$ cat src/serial_link_pkg.sv
// constants for the module-side serial link with sleep handshake
// assumes a 10 MHz core clock
package serial_link_pkg;
	localparam int unsigned CLK_HZ = 10000000;
	localparam int unsigned BAUD = 115200;
	localparam int unsigned BIT_CYCLES = CLK_HZ / BAUD;
	localparam int unsigned DATA_BITS = 8;
	localparam int unsigned STOP_BITS = 1;
	// wake pulse, roughly 10 us, longest time rounds down
	localparam int unsigned WAKE_PULSE_US = 10;
	localparam int unsigned WAKE_PULSE_CYCLES = (WAKE_PULSE_US * (CLK_HZ / 1000000));
	// least low time that counts as a wake request from the host
	localparam int unsigned WAKE_MIN_US = 10;
	localparam int unsigned WAKE_MIN_CYCLES = (WAKE_MIN_US * (CLK_HZ / 1000000));
	// boot indicator timing
	localparam int unsigned BOOT_GREEN_MS = 1000;
	localparam int unsigned BOOT_GREEN_CYCLES_DEF = BOOT_GREEN_MS * (CLK_HZ / 1000);
	localparam int unsigned BOOT_BLINK_MS = 100;
	localparam int unsigned BOOT_BLINK_CYCLES_DEF = BOOT_BLINK_MS * (CLK_HZ / 1000);
	localparam int unsigned ALT_BLINK_MS = 250;
	localparam int unsigned ALT_BLINK_CYCLES_DEF = ALT_BLINK_MS * (CLK_HZ / 1000);
	localparam int unsigned FIFO_DEPTH = 4;
	localparam logic [7:0] INDICATOR_OFF_ARG = 8'h00;
	typedef enum logic [1:0] {
		BOOT_LIT,
		BOOT_BLINK,
		BOOT_DONE
	} boot_state_e;
endpackage

$ cat src/byte_fifo.sv
// small synchronous fifo with valid/ready on both sides
// assumes one clock, read data registered
module byte_fifo #(
	parameter int WIDTH = 8,
	parameter int DEPTH = 4
) (
	input wire logic core_clk_i,
	input wire logic arst_n_i,
	input wire logic [WIDTH-1:0] in_data_i,
	input wire logic in_valid_i,
	output logic in_ready_o,
	output logic [WIDTH-1:0] out_data_o,
	output logic out_valid_o,
	input wire logic out_ready_i
);
	localparam int AW = (DEPTH > 1) ? $clog2(DEPTH) : 1;
	initial begin
		if (DEPTH < 2 || (DEPTH & (DEPTH - 1)) != 0)
			$error("byte_fifo depth must be a power of two of at least 2");
	end
	logic [WIDTH-1:0] mem_reg [DEPTH];
	logic [AW:0] wr_ptr_reg;
	logic [AW:0] rd_ptr_reg;
	logic push;
	logic pop;
	logic full;
	logic empty;
	assign full = (wr_ptr_reg[AW] != rd_ptr_reg[AW]) && (wr_ptr_reg[AW-1:0] == rd_ptr_reg[AW-1:0]);
	assign empty = (wr_ptr_reg == rd_ptr_reg);
	assign in_ready_o = !full;
	// output stage is a register; refill whenever it is free
	assign pop = !empty && (!out_valid_o || out_ready_i);
	assign push = in_valid_i && !full;
	always_ff @(posedge core_clk_i) begin
		if (push)
			mem_reg[wr_ptr_reg[AW-1:0]] <= in_data_i;
	end
	always_ff @(posedge core_clk_i or negedge arst_n_i) begin
		if (!arst_n_i) begin
			wr_ptr_reg <= '0;
			rd_ptr_reg <= '0;
		end else begin
			if (push)
				wr_ptr_reg <= wr_ptr_reg + (AW + 1)'(1);
			if (pop)
				rd_ptr_reg <= rd_ptr_reg + (AW + 1)'(1);
		end
	end
	always_ff @(posedge core_clk_i or negedge arst_n_i) begin
		if (!arst_n_i) begin
			out_valid_o <= 1'b0;
			out_data_o <= '0;
		end else if (pop) begin
			out_valid_o <= 1'b1;
			out_data_o <= mem_reg[rd_ptr_reg[AW-1:0]];
		end else if (out_ready_i) begin
			out_valid_o <= 1'b0;
		end
	end
endmodule

$ cat src/host_serial_sleep_handshake.sv
// module-side serial link: uart transmit/receive, sleep handshake lines and indicators
// assumes all inputs synchronous to core_clk_i and open-drain pins resolved outside
//
// How it works
// - 115200 bit/s, eight data, no parity
// - wake host with roughly 10 us low
// - module ready open-drain, low while active
// - module drives ready low after waking
// - never send to a sleeping peer
// - ready high selects the bootloader, sampled after reset
// - host ready high means host sleeping
// - boot: green one second, then both blink
// - green lit while receiving
// - red lit while transmitting
// - bootloader blinks green and red alternately
// - indicator command zero disables both indicators
module host_serial_sleep_handshake
	import serial_link_pkg::*;
#(
	parameter int unsigned BOOT_GREEN_CYCLES = serial_link_pkg::BOOT_GREEN_CYCLES_DEF,
	parameter int unsigned BOOT_BLINK_CYCLES = serial_link_pkg::BOOT_BLINK_CYCLES_DEF,
	parameter int unsigned ALT_BLINK_CYCLES = serial_link_pkg::ALT_BLINK_CYCLES_DEF
) (
	input wire logic core_clk_i,
	input wire logic arst_n_i,
	// serial pins
	input wire logic rxd_i,
	output logic txd_o,
	// host-ready line, open drain, driven only for the wake pulse
	input wire logic host_ready_n_i,
	output logic host_ready_n_o,
	output logic host_ready_n_oe_o,
	// module-ready line, open drain
	input wire logic module_ready_n_i,
	output logic module_ready_n_o,
	output logic module_ready_n_oe_o,
	// radio controller side
	input wire logic [7:0] tx_data_i,
	input wire logic tx_valid_i,
	output logic tx_ready_o,
	output logic [7:0] rx_data_o,
	output logic rx_valid_o,
	output logic rx_frame_err_o,
	input wire logic sleep_req_i,
	input wire logic wake_host_i,
	output logic awake_o,
	output logic host_awake_o,
	output logic bootloader_o,
	input wire logic radio_rx_mode_i,
	input wire logic radio_tx_mode_i,
	input wire logic indicator_cmd_i,
	input wire logic [7:0] indicator_arg_i,
	output logic led_green_o,
	output logic led_red_o
);
	import serial_link_pkg::*;

	initial begin
		if (BOOT_GREEN_CYCLES < 1 || BOOT_BLINK_CYCLES < 1 || ALT_BLINK_CYCLES < 1)
			$error("indicator timing counts must be at least one");
	end

	localparam int BW = $clog2(BIT_CYCLES + 1);
	localparam int LW = 32;

	// ==========================================================
	// sleep handshake
	logic awake_reg;
	logic strap_done_reg;
	logic [7:0] wake_low_cnt_reg;
	logic [7:0] host_pulse_cnt_reg;
	logic host_awake;

	assign host_awake = !host_ready_n_i;

	// strap caught by a clocked process on the first edge after release
	always_ff @(posedge core_clk_i or negedge arst_n_i) begin
		if (!arst_n_i) begin
			strap_done_reg <= 1'b0;
			bootloader_o <= 1'b0;
		end else if (!strap_done_reg) begin
			strap_done_reg <= 1'b1;
			bootloader_o <= module_ready_n_i;
		end
	end

	// we stay asleep until the host holds our line low long enough
	always_ff @(posedge core_clk_i or negedge arst_n_i) begin
		if (!arst_n_i) begin
			awake_reg <= 1'b0;
			wake_low_cnt_reg <= '0;
		end else if (awake_reg) begin
			wake_low_cnt_reg <= '0;
			if (sleep_req_i)
				awake_reg <= 1'b0;
		end else if (!module_ready_n_i) begin
			if (wake_low_cnt_reg >= 8'(WAKE_MIN_CYCLES - 1))
				awake_reg <= 1'b1;
			else
				wake_low_cnt_reg <= wake_low_cnt_reg + 8'h01;
		end else begin
			wake_low_cnt_reg <= '0;
		end
	end

	// drive module-ready low only while active, float otherwise
	always_ff @(posedge core_clk_i or negedge arst_n_i) begin
		if (!arst_n_i) begin
			module_ready_n_o <= 1'b0;
			module_ready_n_oe_o <= 1'b0;
		end else begin
			module_ready_n_o <= 1'b0;
			module_ready_n_oe_o <= awake_reg && !sleep_req_i;
		end
	end

	// wake pulse to the host, only when it shows sleep
	always_ff @(posedge core_clk_i or negedge arst_n_i) begin
		if (!arst_n_i) begin
			host_pulse_cnt_reg <= '0;
			host_ready_n_o <= 1'b0;
			host_ready_n_oe_o <= 1'b0;
		end else begin
			host_ready_n_o <= 1'b0;
			if (host_pulse_cnt_reg != 8'h00) begin
				host_pulse_cnt_reg <= host_pulse_cnt_reg - 8'h01;
				host_ready_n_oe_o <= (host_pulse_cnt_reg != 8'h01);
			end else if (wake_host_i && !host_awake && awake_reg) begin
				host_pulse_cnt_reg <= 8'(WAKE_PULSE_CYCLES);
				host_ready_n_oe_o <= 1'b1;
			end else begin
				host_ready_n_oe_o <= 1'b0;
			end
		end
	end

	always_ff @(posedge core_clk_i or negedge arst_n_i) begin
		if (!arst_n_i) begin
			awake_o <= 1'b0;
			host_awake_o <= 1'b0;
		end else begin
			awake_o <= awake_reg;
			host_awake_o <= host_awake && (host_pulse_cnt_reg == 8'h00);
		end
	end

	// ==========================================================
	// transmit path through the fifo
	logic [7:0] fifo_data;
	logic fifo_valid;
	logic fifo_take;
	logic fifo_in_ready;
	logic tx_busy_reg;
	logic [BW-1:0] tx_tick_reg;
	logic [3:0] tx_bit_reg;
	logic [9:0] tx_shift_reg;

	byte_fifo #(
		.WIDTH(8),
		.DEPTH(FIFO_DEPTH)
	) tx_fifo (
		.core_clk_i(core_clk_i),
		.arst_n_i(arst_n_i),
		.in_data_i(tx_data_i),
		.in_valid_i(tx_valid_i && tx_ready_o),
		.in_ready_o(fifo_in_ready),
		.out_data_o(fifo_data),
		.out_valid_o(fifo_valid),
		.out_ready_i(fifo_take)
	);

	// a sleeping party sends nothing, and nothing goes to a sleeping host
	assign fifo_take = !tx_busy_reg && awake_reg && host_awake && host_pulse_cnt_reg == 8'h00;

	always_ff @(posedge core_clk_i or negedge arst_n_i) begin
		if (!arst_n_i)
			tx_ready_o <= 1'b0;
		else
			tx_ready_o <= fifo_in_ready && !(tx_valid_i && tx_ready_o);
	end

	always_ff @(posedge core_clk_i or negedge arst_n_i) begin
		if (!arst_n_i) begin
			tx_busy_reg <= 1'b0;
			tx_tick_reg <= '0;
			tx_bit_reg <= '0;
			tx_shift_reg <= '1;
			txd_o <= 1'b1;
		end else if (!tx_busy_reg) begin
			txd_o <= 1'b1;
			if (fifo_valid && fifo_take) begin
				// stop, eight data lsb first, start; no parity
				tx_shift_reg <= {1'b1, fifo_data, 1'b0};
				tx_busy_reg <= 1'b1;
				tx_tick_reg <= '0;
				tx_bit_reg <= '0;
			end
		end else begin
			txd_o <= tx_shift_reg[0];
			if (tx_tick_reg == BW'(BIT_CYCLES - 1)) begin
				tx_tick_reg <= '0;
				tx_shift_reg <= {1'b1, tx_shift_reg[9:1]};
				if (tx_bit_reg == 4'(DATA_BITS + STOP_BITS))
					tx_busy_reg <= 1'b0;
				else
					tx_bit_reg <= tx_bit_reg + 4'h1;
			end else begin
				tx_tick_reg <= tx_tick_reg + BW'(1);
			end
		end
	end

	// ==========================================================
	// receive path
	logic rx_busy_reg;
	logic [BW-1:0] rx_tick_reg;
	logic [3:0] rx_bit_reg;
	logic [7:0] rx_shift_reg;

	always_ff @(posedge core_clk_i or negedge arst_n_i) begin
		if (!arst_n_i) begin
			rx_busy_reg <= 1'b0;
			rx_tick_reg <= '0;
			rx_bit_reg <= '0;
			rx_shift_reg <= '0;
			rx_data_o <= '0;
			rx_valid_o <= 1'b0;
			rx_frame_err_o <= 1'b0;
		end else begin
			rx_valid_o <= 1'b0;
			rx_frame_err_o <= 1'b0;
			if (!rx_busy_reg) begin
				// asleep we cannot receive
				if (!rxd_i && awake_reg) begin
					rx_busy_reg <= 1'b1;
					rx_tick_reg <= BW'(BIT_CYCLES / 2);
					rx_bit_reg <= '0;
				end
			end else if (rx_tick_reg == BW'(BIT_CYCLES - 1)) begin
				rx_tick_reg <= '0;
				rx_bit_reg <= rx_bit_reg + 4'h1;
				if (rx_bit_reg == 4'h0) begin
					// false start: glitch shorter than half a bit
					if (rxd_i)
						rx_busy_reg <= 1'b0;
				end else if (rx_bit_reg <= 4'(DATA_BITS)) begin
					rx_shift_reg <= {rxd_i, rx_shift_reg[7:1]};
				end else begin
					rx_busy_reg <= 1'b0;
					rx_data_o <= rx_shift_reg;
					rx_valid_o <= rxd_i;
					rx_frame_err_o <= !rxd_i;
				end
			end else begin
				rx_tick_reg <= rx_tick_reg + BW'(1);
			end
		end
	end

	// ==========================================================
	// indicators
	boot_state_e boot_state_reg;
	logic [LW-1:0] boot_cnt_reg;
	logic [LW-1:0] alt_cnt_reg;
	logic alt_phase_reg;
	logic leds_enabled_reg;

	always_ff @(posedge core_clk_i or negedge arst_n_i) begin
		if (!arst_n_i)
			leds_enabled_reg <= 1'b1;
		else if (indicator_cmd_i)
			leds_enabled_reg <= (indicator_arg_i != INDICATOR_OFF_ARG);
	end

	always_ff @(posedge core_clk_i or negedge arst_n_i) begin
		if (!arst_n_i) begin
			boot_state_reg <= BOOT_LIT;
			boot_cnt_reg <= '0;
		end else begin
			unique case (boot_state_reg)
				BOOT_LIT: begin
					if (boot_cnt_reg == LW'(BOOT_GREEN_CYCLES - 1)) begin
						boot_cnt_reg <= '0;
						boot_state_reg <= BOOT_BLINK;
					end else begin
						boot_cnt_reg <= boot_cnt_reg + LW'(1);
					end
				end
				BOOT_BLINK: begin
					if (boot_cnt_reg == LW'(BOOT_BLINK_CYCLES - 1))
						boot_state_reg <= BOOT_DONE;
					else
						boot_cnt_reg <= boot_cnt_reg + LW'(1);
				end
				BOOT_DONE: begin
				end
			endcase
		end
	end

	always_ff @(posedge core_clk_i or negedge arst_n_i) begin
		if (!arst_n_i) begin
			alt_cnt_reg <= '0;
			alt_phase_reg <= 1'b0;
		end else if (alt_cnt_reg == LW'(ALT_BLINK_CYCLES - 1)) begin
			alt_cnt_reg <= '0;
			alt_phase_reg <= !alt_phase_reg;
		end else begin
			alt_cnt_reg <= alt_cnt_reg + LW'(1);
		end
	end

	always_ff @(posedge core_clk_i or negedge arst_n_i) begin
		if (!arst_n_i) begin
			led_green_o <= 1'b0;
			led_red_o <= 1'b0;
		end else if (!leds_enabled_reg) begin
			led_green_o <= 1'b0;
			led_red_o <= 1'b0;
		end else if (boot_state_reg == BOOT_LIT) begin
			led_green_o <= 1'b1;
			led_red_o <= 1'b0;
		end else if (boot_state_reg == BOOT_BLINK) begin
			led_green_o <= 1'b1;
			led_red_o <= 1'b1;
		end else if (bootloader_o) begin
			led_green_o <= alt_phase_reg;
			led_red_o <= !alt_phase_reg;
		end else begin
			led_green_o <= radio_rx_mode_i;
			led_red_o <= radio_tx_mode_i;
		end
	end
endmodule

$ cat config.mk
export PLATFORM = sky130hd
export DESIGN_NAME = host_serial_sleep_handshake
export DESIGN_NICKNAME = d
export VERILOG_FILES = /design/src/serial_link_pkg.sv /design/src/byte_fifo.sv /design/src/host_serial_sleep_handshake.sv
export SDC_FILE = /design/constraint.sdc
export NUM_CORES = 1
export LEC_CHECK = 0
export ABC_AREA = 1
export BUFFER_PORTS_ARGS = -buffer_cell sky130_fd_sc_hd__buf_2
export CAP_MARGIN = 20
export CORE_MARGIN = 2
export CORE_UTILIZATION = 33
export DETAILED_ROUTE_END_ITERATION = 16
export SETUP_SLACK_MARGIN = 0.4
export SLEW_MARGIN = 20
export SYNTH_ARGS = -nofsm -noshare
export SYNTH_HDL_FRONTEND = slang
export SYNTH_HIERARCHICAL = 1
export SYNTH_SLANG_ARGS = --single-unit
export TNS_END_PERCENT = 1
$ cat constraint.sdc
create_clock -name core_clk_i -period 3.5 [get_ports core_clk_i]
set_input_delay 0.175 -clock core_clk_i [delete_from_list [all_inputs] [get_ports core_clk_i]]
set_output_delay 0.175 -clock core_clk_i [all_outputs]
set_load 0.02 [all_outputs]
==> results of run 1 <==
worst max-delay path, stage by stage, from the launching register on:
cell and delay [ps]:
dfrtp_1 440, nor2_1 690, nand2_2 140, nand2_2 330, buf_4 350, o21ai_0 130
o21ai_0 80
logic make-up (layout without fill, tap and decap cells):
family,Yosys count,after routing,share of synthesized area (%)
simple gates,668,668,27.9
buf+inv,211,279,8.83
flops,193,193,49.0
compound gates,115,115,6.49
xor+xnor,61,61,5.31
fa+ha+maj,19,19,2.33
other cells,2,3,0.0736
area by class of cell:
cell class	count	area, um^2	share of cell area, %
Multi-Input combinational cell	866	4300	37.3
Sequential cell	193	5000	43.4
Tap cell	396	495	4.30
Timing Repair Buffer	61	397	3.44
Clock buffer	18	439	3.81
Clock inverter	14	165	1.43
Inverter	186	718	6.23
power groups by stage:
| stage | logic [mW] | clock network, mW | registers, mW |
|---|---|---|---|
| after floorplan | 0.655 | 0 | 2.63 |
| after global placement | 0.763 | 0 | 2.70 |
| after detailed placement | 0.785 | 0 | 2.70 |
| after CTS | 0.798 | 2.05 | 2.66 |
| after global routing | 0.911 | 2.14 | 2.69 |
| final | 0.783 | 2.01 | 2.66 |
per-layer routing:
metal  routed length, um  vias to the layer above
met5                   0                        -
met4                 367                        0
met3                 787                       22
met2                9920                      141
met1               10600                     3719
li1                    -                     4137
path summary, 6_finish.rpt:
check | end | cells past startpoint | start | slack (ps)
max | boot_cnt_reg[8] | 6 | boot_state_reg[1] | 1260
min | leds_enabled_reg | 5 | indicator_arg_i[4] | 50
max reg2reg | boot_cnt_reg[8] | 6 | boot_state_reg[1] | 1260
min reg2reg | bootloader_o | 1 | strap_done_reg | 450
max in group asynchronous | tx_shift_reg[5] | 3 | arst_n_i | 2400
min in group asynchronous | alt_cnt_reg[6] | 2 | arst_n_i | 300
cell usage in the layout (no fill, tap or decap), drive strengths merged, types with 2 or more instances in the layout:
cell / count
nand2: 358
inv: 191
dfrtp: 150
nor2: 150
nand3: 83
o21ai: 73
xor2: 53
buf: 48
nor3: 36
edfxtp: 32
nand4: 27
ha: 19
clkbuf: 18
a21oi: 14
dlygate4sd3: 13
a31oi: 12
dfstp: 11
o22ai: 8
nor4: 8
xnor2: 8
clkinv: 7
o211ai: 4
or2: 3
conb: 3
nand3b: 2
metrics by stage:
| stage | std cells | cell area, um^2 | utilization (%) | setup slack [ps] |
|---|---|---|---|---|
| after floorplan | 1270 | 10200 | - | 1730 |
| after global placement | 1689 | 10800 | 35.4 | 1300 |
| after detailed placement | 1689 | 10800 | 35.4 | 1230 |
| after CTS | 1734 | 11500 | 37.8 | 1230 |
| after global routing | 1734 | 11500 | 37.8 | 960 |
| final | 1734 | 11500 | 37.8 | 1260 |
what timing repair did:
item / in CTS / in global routing
hold endpoints to repair: 98 / 0
resized for setup: 0 / 0
hold buffers: 13 / 0
==> metrics.yaml, run 1 <==
status: "finished clean"
end_kind: "register"
p_per_area_nw_per_um2: 473
cts_sinks: 193
yosysSeqAreaShare_pct: 49.0
vias_per_cell: 4.62
hold_class: "input pin to register"
pin_count: 48
cts_buffer_depth: 2
grt_pass1_wl_um: 38000
syn_inst: 1269
hold_viol: 0
cts_setup_buffers: 0
p_sw_mw: 1.66
grt_pass1_vias: 7832
seqPwrFrac_pct: 48.8
ys_seq_elements: 193
maxSlewViolCount: 0
rsz0062_at_grt: "false"
top_usage_layer: "met2"
p_leak_nw: 5.49
synth_top_area_share_pct: 36.8
tns_ps: 0
synth-edff-count: 32
drt_iter0_drc: 543
grt_max_degree: 71
routabilityCongestion: 0.935
setup_viol: 0
worstMarginPinSlew_ps: 868
diodes: 0
dr.pass1.iters: 5
cts_root_buffer: "clkbuf_16"
grtUsageMet3_pct: 2.51
synthArstFlopShare_pct: 83.4
yosysWarnings: 6
wl_per_cell_um: 12.5
die_h_um: 180
crit_fanout: 25
cts_buffers: 17
wl_um: 21700
synth_area_leaders: "dfrtp_1, nand2_1, edfxtp_1, inv_1, nor2_1"
intPower_mw: 3.79
start_util_pct: 33.4
synth_area_um2: 10200
area_growth_pct: 12.9
total_power_mw: 5.45
synth_most_common_cell: "nand2_1"
met2_usage_pct: 22.3
htree_levels: 4
rows: 64
cap_viol_max_count: 0
hold_ws_ps: 48.2
yosys-top-cells-count: "nand2_1, inv_1, dfrtp_1"
nNetsFinal: 1371
synth_area_leader_cell: "dfrtp_1"
track_usage_pct: 14.1
ant_nets: 0
peakVddDrop_mv: 0.376
syn_avg_cell_area_um2: 8.04
use_met1_pct: 19.7
clockPowerShare_pct: 36.8
route.detailed.drc: 0
crit_arrival_ps: 2600
synth-main-ff-cell: "dfrtp_1"
tritoncts: "yes"
max_freq_mhz: 445
start_kind: "register"
coreArea_um2: 30500
vias: 8019
swShare_pct: 30.5
skew_ps: 12.7
clkSlewWorstSetupHoldPaths_ps: 80
max_slew_margin_pct: 41.9
yosysUniqueCellTypes: 46
crit_type: "register to register"
fin_crit_ps: 2240
die-area_um2: 32300
overflow: 0
dp_hpwl_um: 16100
drive_above_1_share_pct: 9.27
die_w_um: 180
finalCritPeriodShare_pct: 64.1
worstSkewPairLatency_ps: 440
io_buffer_count: 45
crit_required_ps: 3860
grt_antenna_before_repair: 0
combPwrFrac_pct: 14.4
fillers: 3112
No activity file was read; power rests on OpenSTA's default activity.
==> inputs of run 2 (changes only) <==
ABC_AREA = 0   (was 1)
clock period = 1.9 ns   (was 3.5 ns; I/O delays follow)
==> metrics.yaml, run 2 <==
syn_avg_cell_area_um2: 11.8
setup_viol: 24
synth_area_um2: 8930
post-place-ws_ps: -447
synth-compound-area-share_pct: 5.69
start_kind: "register"
cts_sinks: 193
die_w_um: 169
end_kind: "register"
synth-simple-area-share_pct: 17.5
hold_viol: 0
grt_max_degree: 70
vias: 6211
tritoncts: "yes"
synth-main-ff-cell: "dfrtp_1"
synth_top_family_by_area: "simple AND/OR/NAND/NOR gates"
final_util_pct: 44.6
finalCritPeriodShare_pct: 118
synth_most_common_cell: "dfrtp_1"
peakVddDrop_mv: 0.519
htree_levels: 4
yosys-top-cells-count: "dfrtp_1, nand2_1, nor2_1"
cp_num_buf_inv: 1
violations: "negative setup slack"
pin_count: 48
nNetsFinal: 972
route.detailed.drc: 0
yosysSeqAreaShare_pct: 56.0
yosysWarnings: 6
wl_per_cell_um: 14.8
drive_above_1_share_pct: 40.4
yosysUniqueCellTypes: 65
cts_root_buffer: "clkbuf_16"
skew_ps: 13.3
fin_cells: 1280
slowest_delay_ps: 560
die_h_um: 169
crit_type: "register to register"
routabilityCongestion: 0.805
synth-edff-count: 32
crit_fanout: 10
worstSkewPairLatency_ps: 430
grt_pass1_wl_um: 31600
clkSlewWorstSetupHoldPaths_ps: 80
final_cell_mix: "dfrtp_1, buf_4, nand2_1"
grt_pass1_vias: 6333
synth_area_leader_cell: "dfrtp_1"
fin_crit_ps: 2230
max_freq_mhz: 447
dr.pass1.iters: 6
overflow: 0
synth_fa_ha_area_share_pct: 2.66
rsz0062_at_grt: "true"
start_util_pct: 33.3
cts_buffers: 17
rows: 60
die-area_um2: 28400
grt_antenna_before_repair: 0
dp_hpwl_um: 12500
total_power_mw: 9.23
coreArea_um2: 26800
synth_area_leaders: "dfrtp_1, edfxtp_1, xnor2_1, dfstp_2, xor2_1"
track_usage_pct: 13.7
diodes: 0
synth_top_area_share_pct: 42.0
cp_slowest_cell: "or4_4"
critical-path-top-delay-family: "simple AND/OR/NAND/NOR gates"
synthArstFlopShare_pct: 83.4
crit_arrival_ps: 2550
final_common_cell: "dfrtp_1"
wl_um: 18900
cap_viol_max_count: 0
status: "finished with violations"
synth-xor-area-share_pct: 7.44
vias_per_cell: 4.85
drt_iter0_drc: 348
p_per_area_nw_per_um2: 772
placed_cells: 1231
synthMuxAreaShare_pct: 8.18
ys_seq_elements: 193
ant_nets: 0
crit_required_ps: 2210
syn_inst: 759
path_cells: "or4_4 -> nor4_4 -> and3_1 -> nand2b_4 -> o31a_1 -> buf_12 -> mux2_4"
hold_class: "input pin to async pin"
io_buffer_count: 45
p_leak_nw: 5.32
cts_buffer_depth: 2
layout_setup_ws_ps: -335
maxSlewViolCount: 0
area_growth_pct: 33.8
[run 2: cell count changes after synthesis, sizes merged, moves of 9 or more]
cell    before  now
xnor2        8   42
or4          0    9
o21ai       73   29
nor4         8   17
nand2b       0   10
inv        184   24
nor3        36   14
and3         0   17
mux2         0   29
xor2        53   33
nand2      358   59
nand3       83   37
nor2       150   55
mux2i        0   19
[run 2: final timing paths]
path                                        from                    end  slack (ps)  cells after the start
min                                     arst_n_i        boot_cnt_reg[3]          80                      2
max reg2reg                host_pulse_cnt_reg[5]  tx_fifo/out_data_o[7]        -330                      7
max in group asynchronous               arst_n_i        tx_shift_reg[4]        1140                      3
min reg2reg                      tx_shift_reg[3]        tx_shift_reg[3]         470                      2
max                        host_pulse_cnt_reg[5]  tx_fifo/out_data_o[7]        -330                      7
min in group core_clk_i          radio_tx_mode_i              led_red_o         130                      3
[run 2: final cells by class]
| type | instances | area (um^2) |
|---|---|---|
| Tap cell | 341 | 427 |
| Sequential cell | 193 | 5020 |
| Multi-Input combinational cell | 520 | 4500 |
| Inverter | 24 | 90.1 |
| Fill cell | 2408 | 14800 |
| Clock inverter | 14 | 168 |
| Timing Repair Buffer | 170 | 1310 |
| Clock buffer | 18 | 439 |
[run 2: through the flow]
stage | setup TNS [ps] | hold slack, ps | cell area [um^2]
floorplan | -2940 | -201 | 8950
global placement | -5980 | -15.5 | 10300
detailed placement | -6610 | -16.9 | 10300
CTS | -3870 | 73.8 | 11700
global route | -6380 | 86.9 | 12000
finish | -4310 | 77.0 | 12000
[run 2: kinds of logic (layout without fill, tap and decap cells)]
| group | after synthesis | after routing |
|---|---|---|
| flops | 193 | 193 |
| xor+xnor | 75 | 75 |
| buf+inv | 47 | 226 |
| mux | 56 | 56 |
| fa+ha+maj | 19 | 19 |
| other cells | 2 | 3 |
| compound gates | 79 | 79 |
| simple gates | 288 | 288 |
[run 2: worst register-to-register path, stage by stage, from the launching register on]
cell and delay, ps:
dfrtp_1 380, or4_4 560, nor4_4 190, and3_1 220, nand2b_4 140, o31a_1 180, buf_12 150, mux2_4 300
[run 2: power by group]
| part | switching, mW | internal (mW) |
|---|---|---|
| logic | 0.512 | 0.440 |
| registers | 0.160 | 4.44 |
| clock network | 1.76 | 1.92 |
[run 2: routing by layer]
metal  up-vias  track usage [%]  wire (um)
met3        13             2.36        385
met5         -                0          0
met1      3076             18.7       9180
met2        52             22.6       9120
met4         0             4.09        231
li1       3070                -          -
[run 2: repair_timing]
action | CTS | global route
cloned | 0 | 0
gates resized for setup | 142 | 77
hold endpoints to repair | 192 | 0
buffers inserted | 2 | 0
pin swaps | 108 | 105
hold buffers | 15 | 0
setup endpoints to repair | 163 | 167
==> inputs of run 3 (changes only) <==
SYNTH_HIERARCHICAL = default   (was 1)
==> metrics.yaml, run 3 <==
route.detailed.drc: 0
multi_input_comb_area_um2: 4500
synth_area_leaders: "dfrtp_1, edfxtp_1, xnor2_1, xor2_1, mux2_2"
grt_antenna_before_repair: 0
maxSlewViolCount: 0
die-area_um2: 28200
rsz0062_at_grt: "true"
regArea_um2: 5010
holdPathStages: 4
slowest_delay_ps: 500
cts_buffers: 17
synth_top_area_share_pct: 42.4
grt_pass1_vias: 6237
syn_avg_cell_area_um2: 11.5
dr.pass1.iters: 4
skew_ps: 14.8
clkSlewWorstSetupHoldPaths_ps: 90
vias_per_cell: 4.95
cts_sinks: 193
p_leak_nw: 5.25
place_area_um2: 10100
synth_area_leader_cell: "dfrtp_1"
final_common_cell: "dfrtp_1"
drive_above_1_share_pct: 38.5
crit_type: "register to register"
hold_viol: 0
max_freq_mhz: 498
setup_viol: 7
cpMostUsedCell: "or4_1"
synth_most_common_cell: "dfrtp_1"
track_usage_pct: 13.4
overflow: 0
final_cell_mix: "dfrtp_1, buf_4, nand2_1"
hold_class: "input pin to register"
crit_arrival_ps: 2320
drt_iter0_drc: 371
total_power_mw: 10.2
tritoncts: "yes"
cts_root_buffer: "clkbuf_16"
finalCritPeriodShare_pct: 106
grt_pass1_wl_um: 30900
synth-main-ff-cell: "dfrtp_1"
start_util_pct: 33.8
vias: 6254
layout_setup_ws_ps: -109
die_h_um: 168
critical_path_cell_count: 5
cp_slowest_cell: "or4_1"
end_kind: "register"
p_per_area_nw_per_um2: 865
cts_buffer_depth: 2
die_w_um: 168
rows: 59
htree_levels: 4
worstSkewPairLatency_ps: 450
io_buffer_count: 45
fin_crit_ps: 2010
nNetsFinal: 961
yosysSeqAreaShare_pct: 56.5
start_kind: "register"
fin_area_um2: 11800
wl_um: 18600
peakVddDrop_mv: 0.503
crit_required_ps: 2210
critical-path-top-delay-family: "simple AND/OR/NAND/NOR gates"
routabilityCongestion: 0.829
yosys-top-cells-count: "dfrtp_1, nand2_1, nor2_1"
synthArstFlopShare_pct: 83.4
tns_ps: -297
yosysWarnings: 0
violations: "negative setup slack"
coreArea_um2: 26200
status: "finished with violations"
grt_max_degree: 50
diodes: 0
crit_fanout: 4
cp_num_buf_inv: 0
ant_nets: 0
wl_per_cell_um: 14.7
synth-edff-count: 32
synth_area_um2: 8850
ys_seq_elements: 193
area_growth_pct: 33.8
path_cells: "or4_1 -> or4_1 -> or3_4 -> o311ai_1 -> o41ai_1"
r2r_cells: 5
pin_count: 48
dp_hpwl_um: 12100
yosysUniqueCellTypes: 63
fillers: 2349
syn_inst: 768
cap_viol_max_count: 0
-- run 3: repair_timing --
action | in CTS | in global routing
endpoints found under the setup margin | 164 | 170
setup buffers | 0 | 1
gates resized for setup | 153 | 80
pin swaps | 87 | 88
hold endpoints to repair | 123 | 0
hold buffers | 18 | 0
-- run 3: final cells by class --
class	instances	share of cell area, %
multi-input cells	526	38.0
clock inverters	15	1.72
flip-flops and latches	193	42.3
repair buffers	152	10.0
clock buffers	17	3.59
inverters	25	0.803
well taps	335	3.54
-- run 3: power breakdown --
part,internal [mW],leakage (nW),switching (mW)
logic,0.836,2.60,0.835
registers,4.53,2.35,0.267
clock network,1.84,0.303,1.93
-- run 3: worst reg2reg max path, cell delays in order (launching register included) --
cell and delay (ps):
dfrtp_1 380, or4_1 500, or4_1 400, or3_4 370, o311ai_1 110, o41ai_1 110
-- run 3: kinds of logic after synthesis --
group,after synthesis,share of synthesized area (%)
AND/OR/NAND/NOR,293,17.7
flip-flops,193,56.5
AO/OA/AOI/OAI,92,6.54
XOR/XNOR,72,7.12
buffers and inverters,50,2.47
multiplexers,47,6.83
adder cells (fa/ha/maj),19,2.69
other,2,0.0848
-- run 3: layer usage --
metal	wire [um]	vias to the layer above	track usage (%)
met5	0	-	0
li1	-	3046	-
met1	8870	3122	17.8
met3	420	16	2.70
met2	9080	70	22.5
met4	193	0	3.63
-- run 3: stage by stage --
step	utilization [%]	cells	hold WS (ps)	setup WS (ps)
final	45.2	1263	75.1	-109
after global routing	45.2	1263	79.8	-192
after CTS	43.9	1262	43.4	-108
after detailed placement	38.5	1212	81.8	-112
after global placement	38.5	1212	80.7	-35.4
after floorplan	-	769	-201	-121
-- run 3: final timing paths --
| kind | from | end | slack [ps] |
|---|---|---|---|
| min | host_ready_n_i | tx_busy_reg | 80 |
| max | boot_state_reg[0] | boot_cnt_reg[5] | -110 |
| max in group asynchronous | arst_n_i | tx_shift_reg[5] | 1030 |
| max reg2reg | boot_state_reg[0] | boot_cnt_reg[5] | -110 |
| min reg2reg | tx_shift_reg[1] | tx_shift_reg[1] | 460 |
| min in group asynchronous | arst_n_i | boot_cnt_reg[17] | 150 |
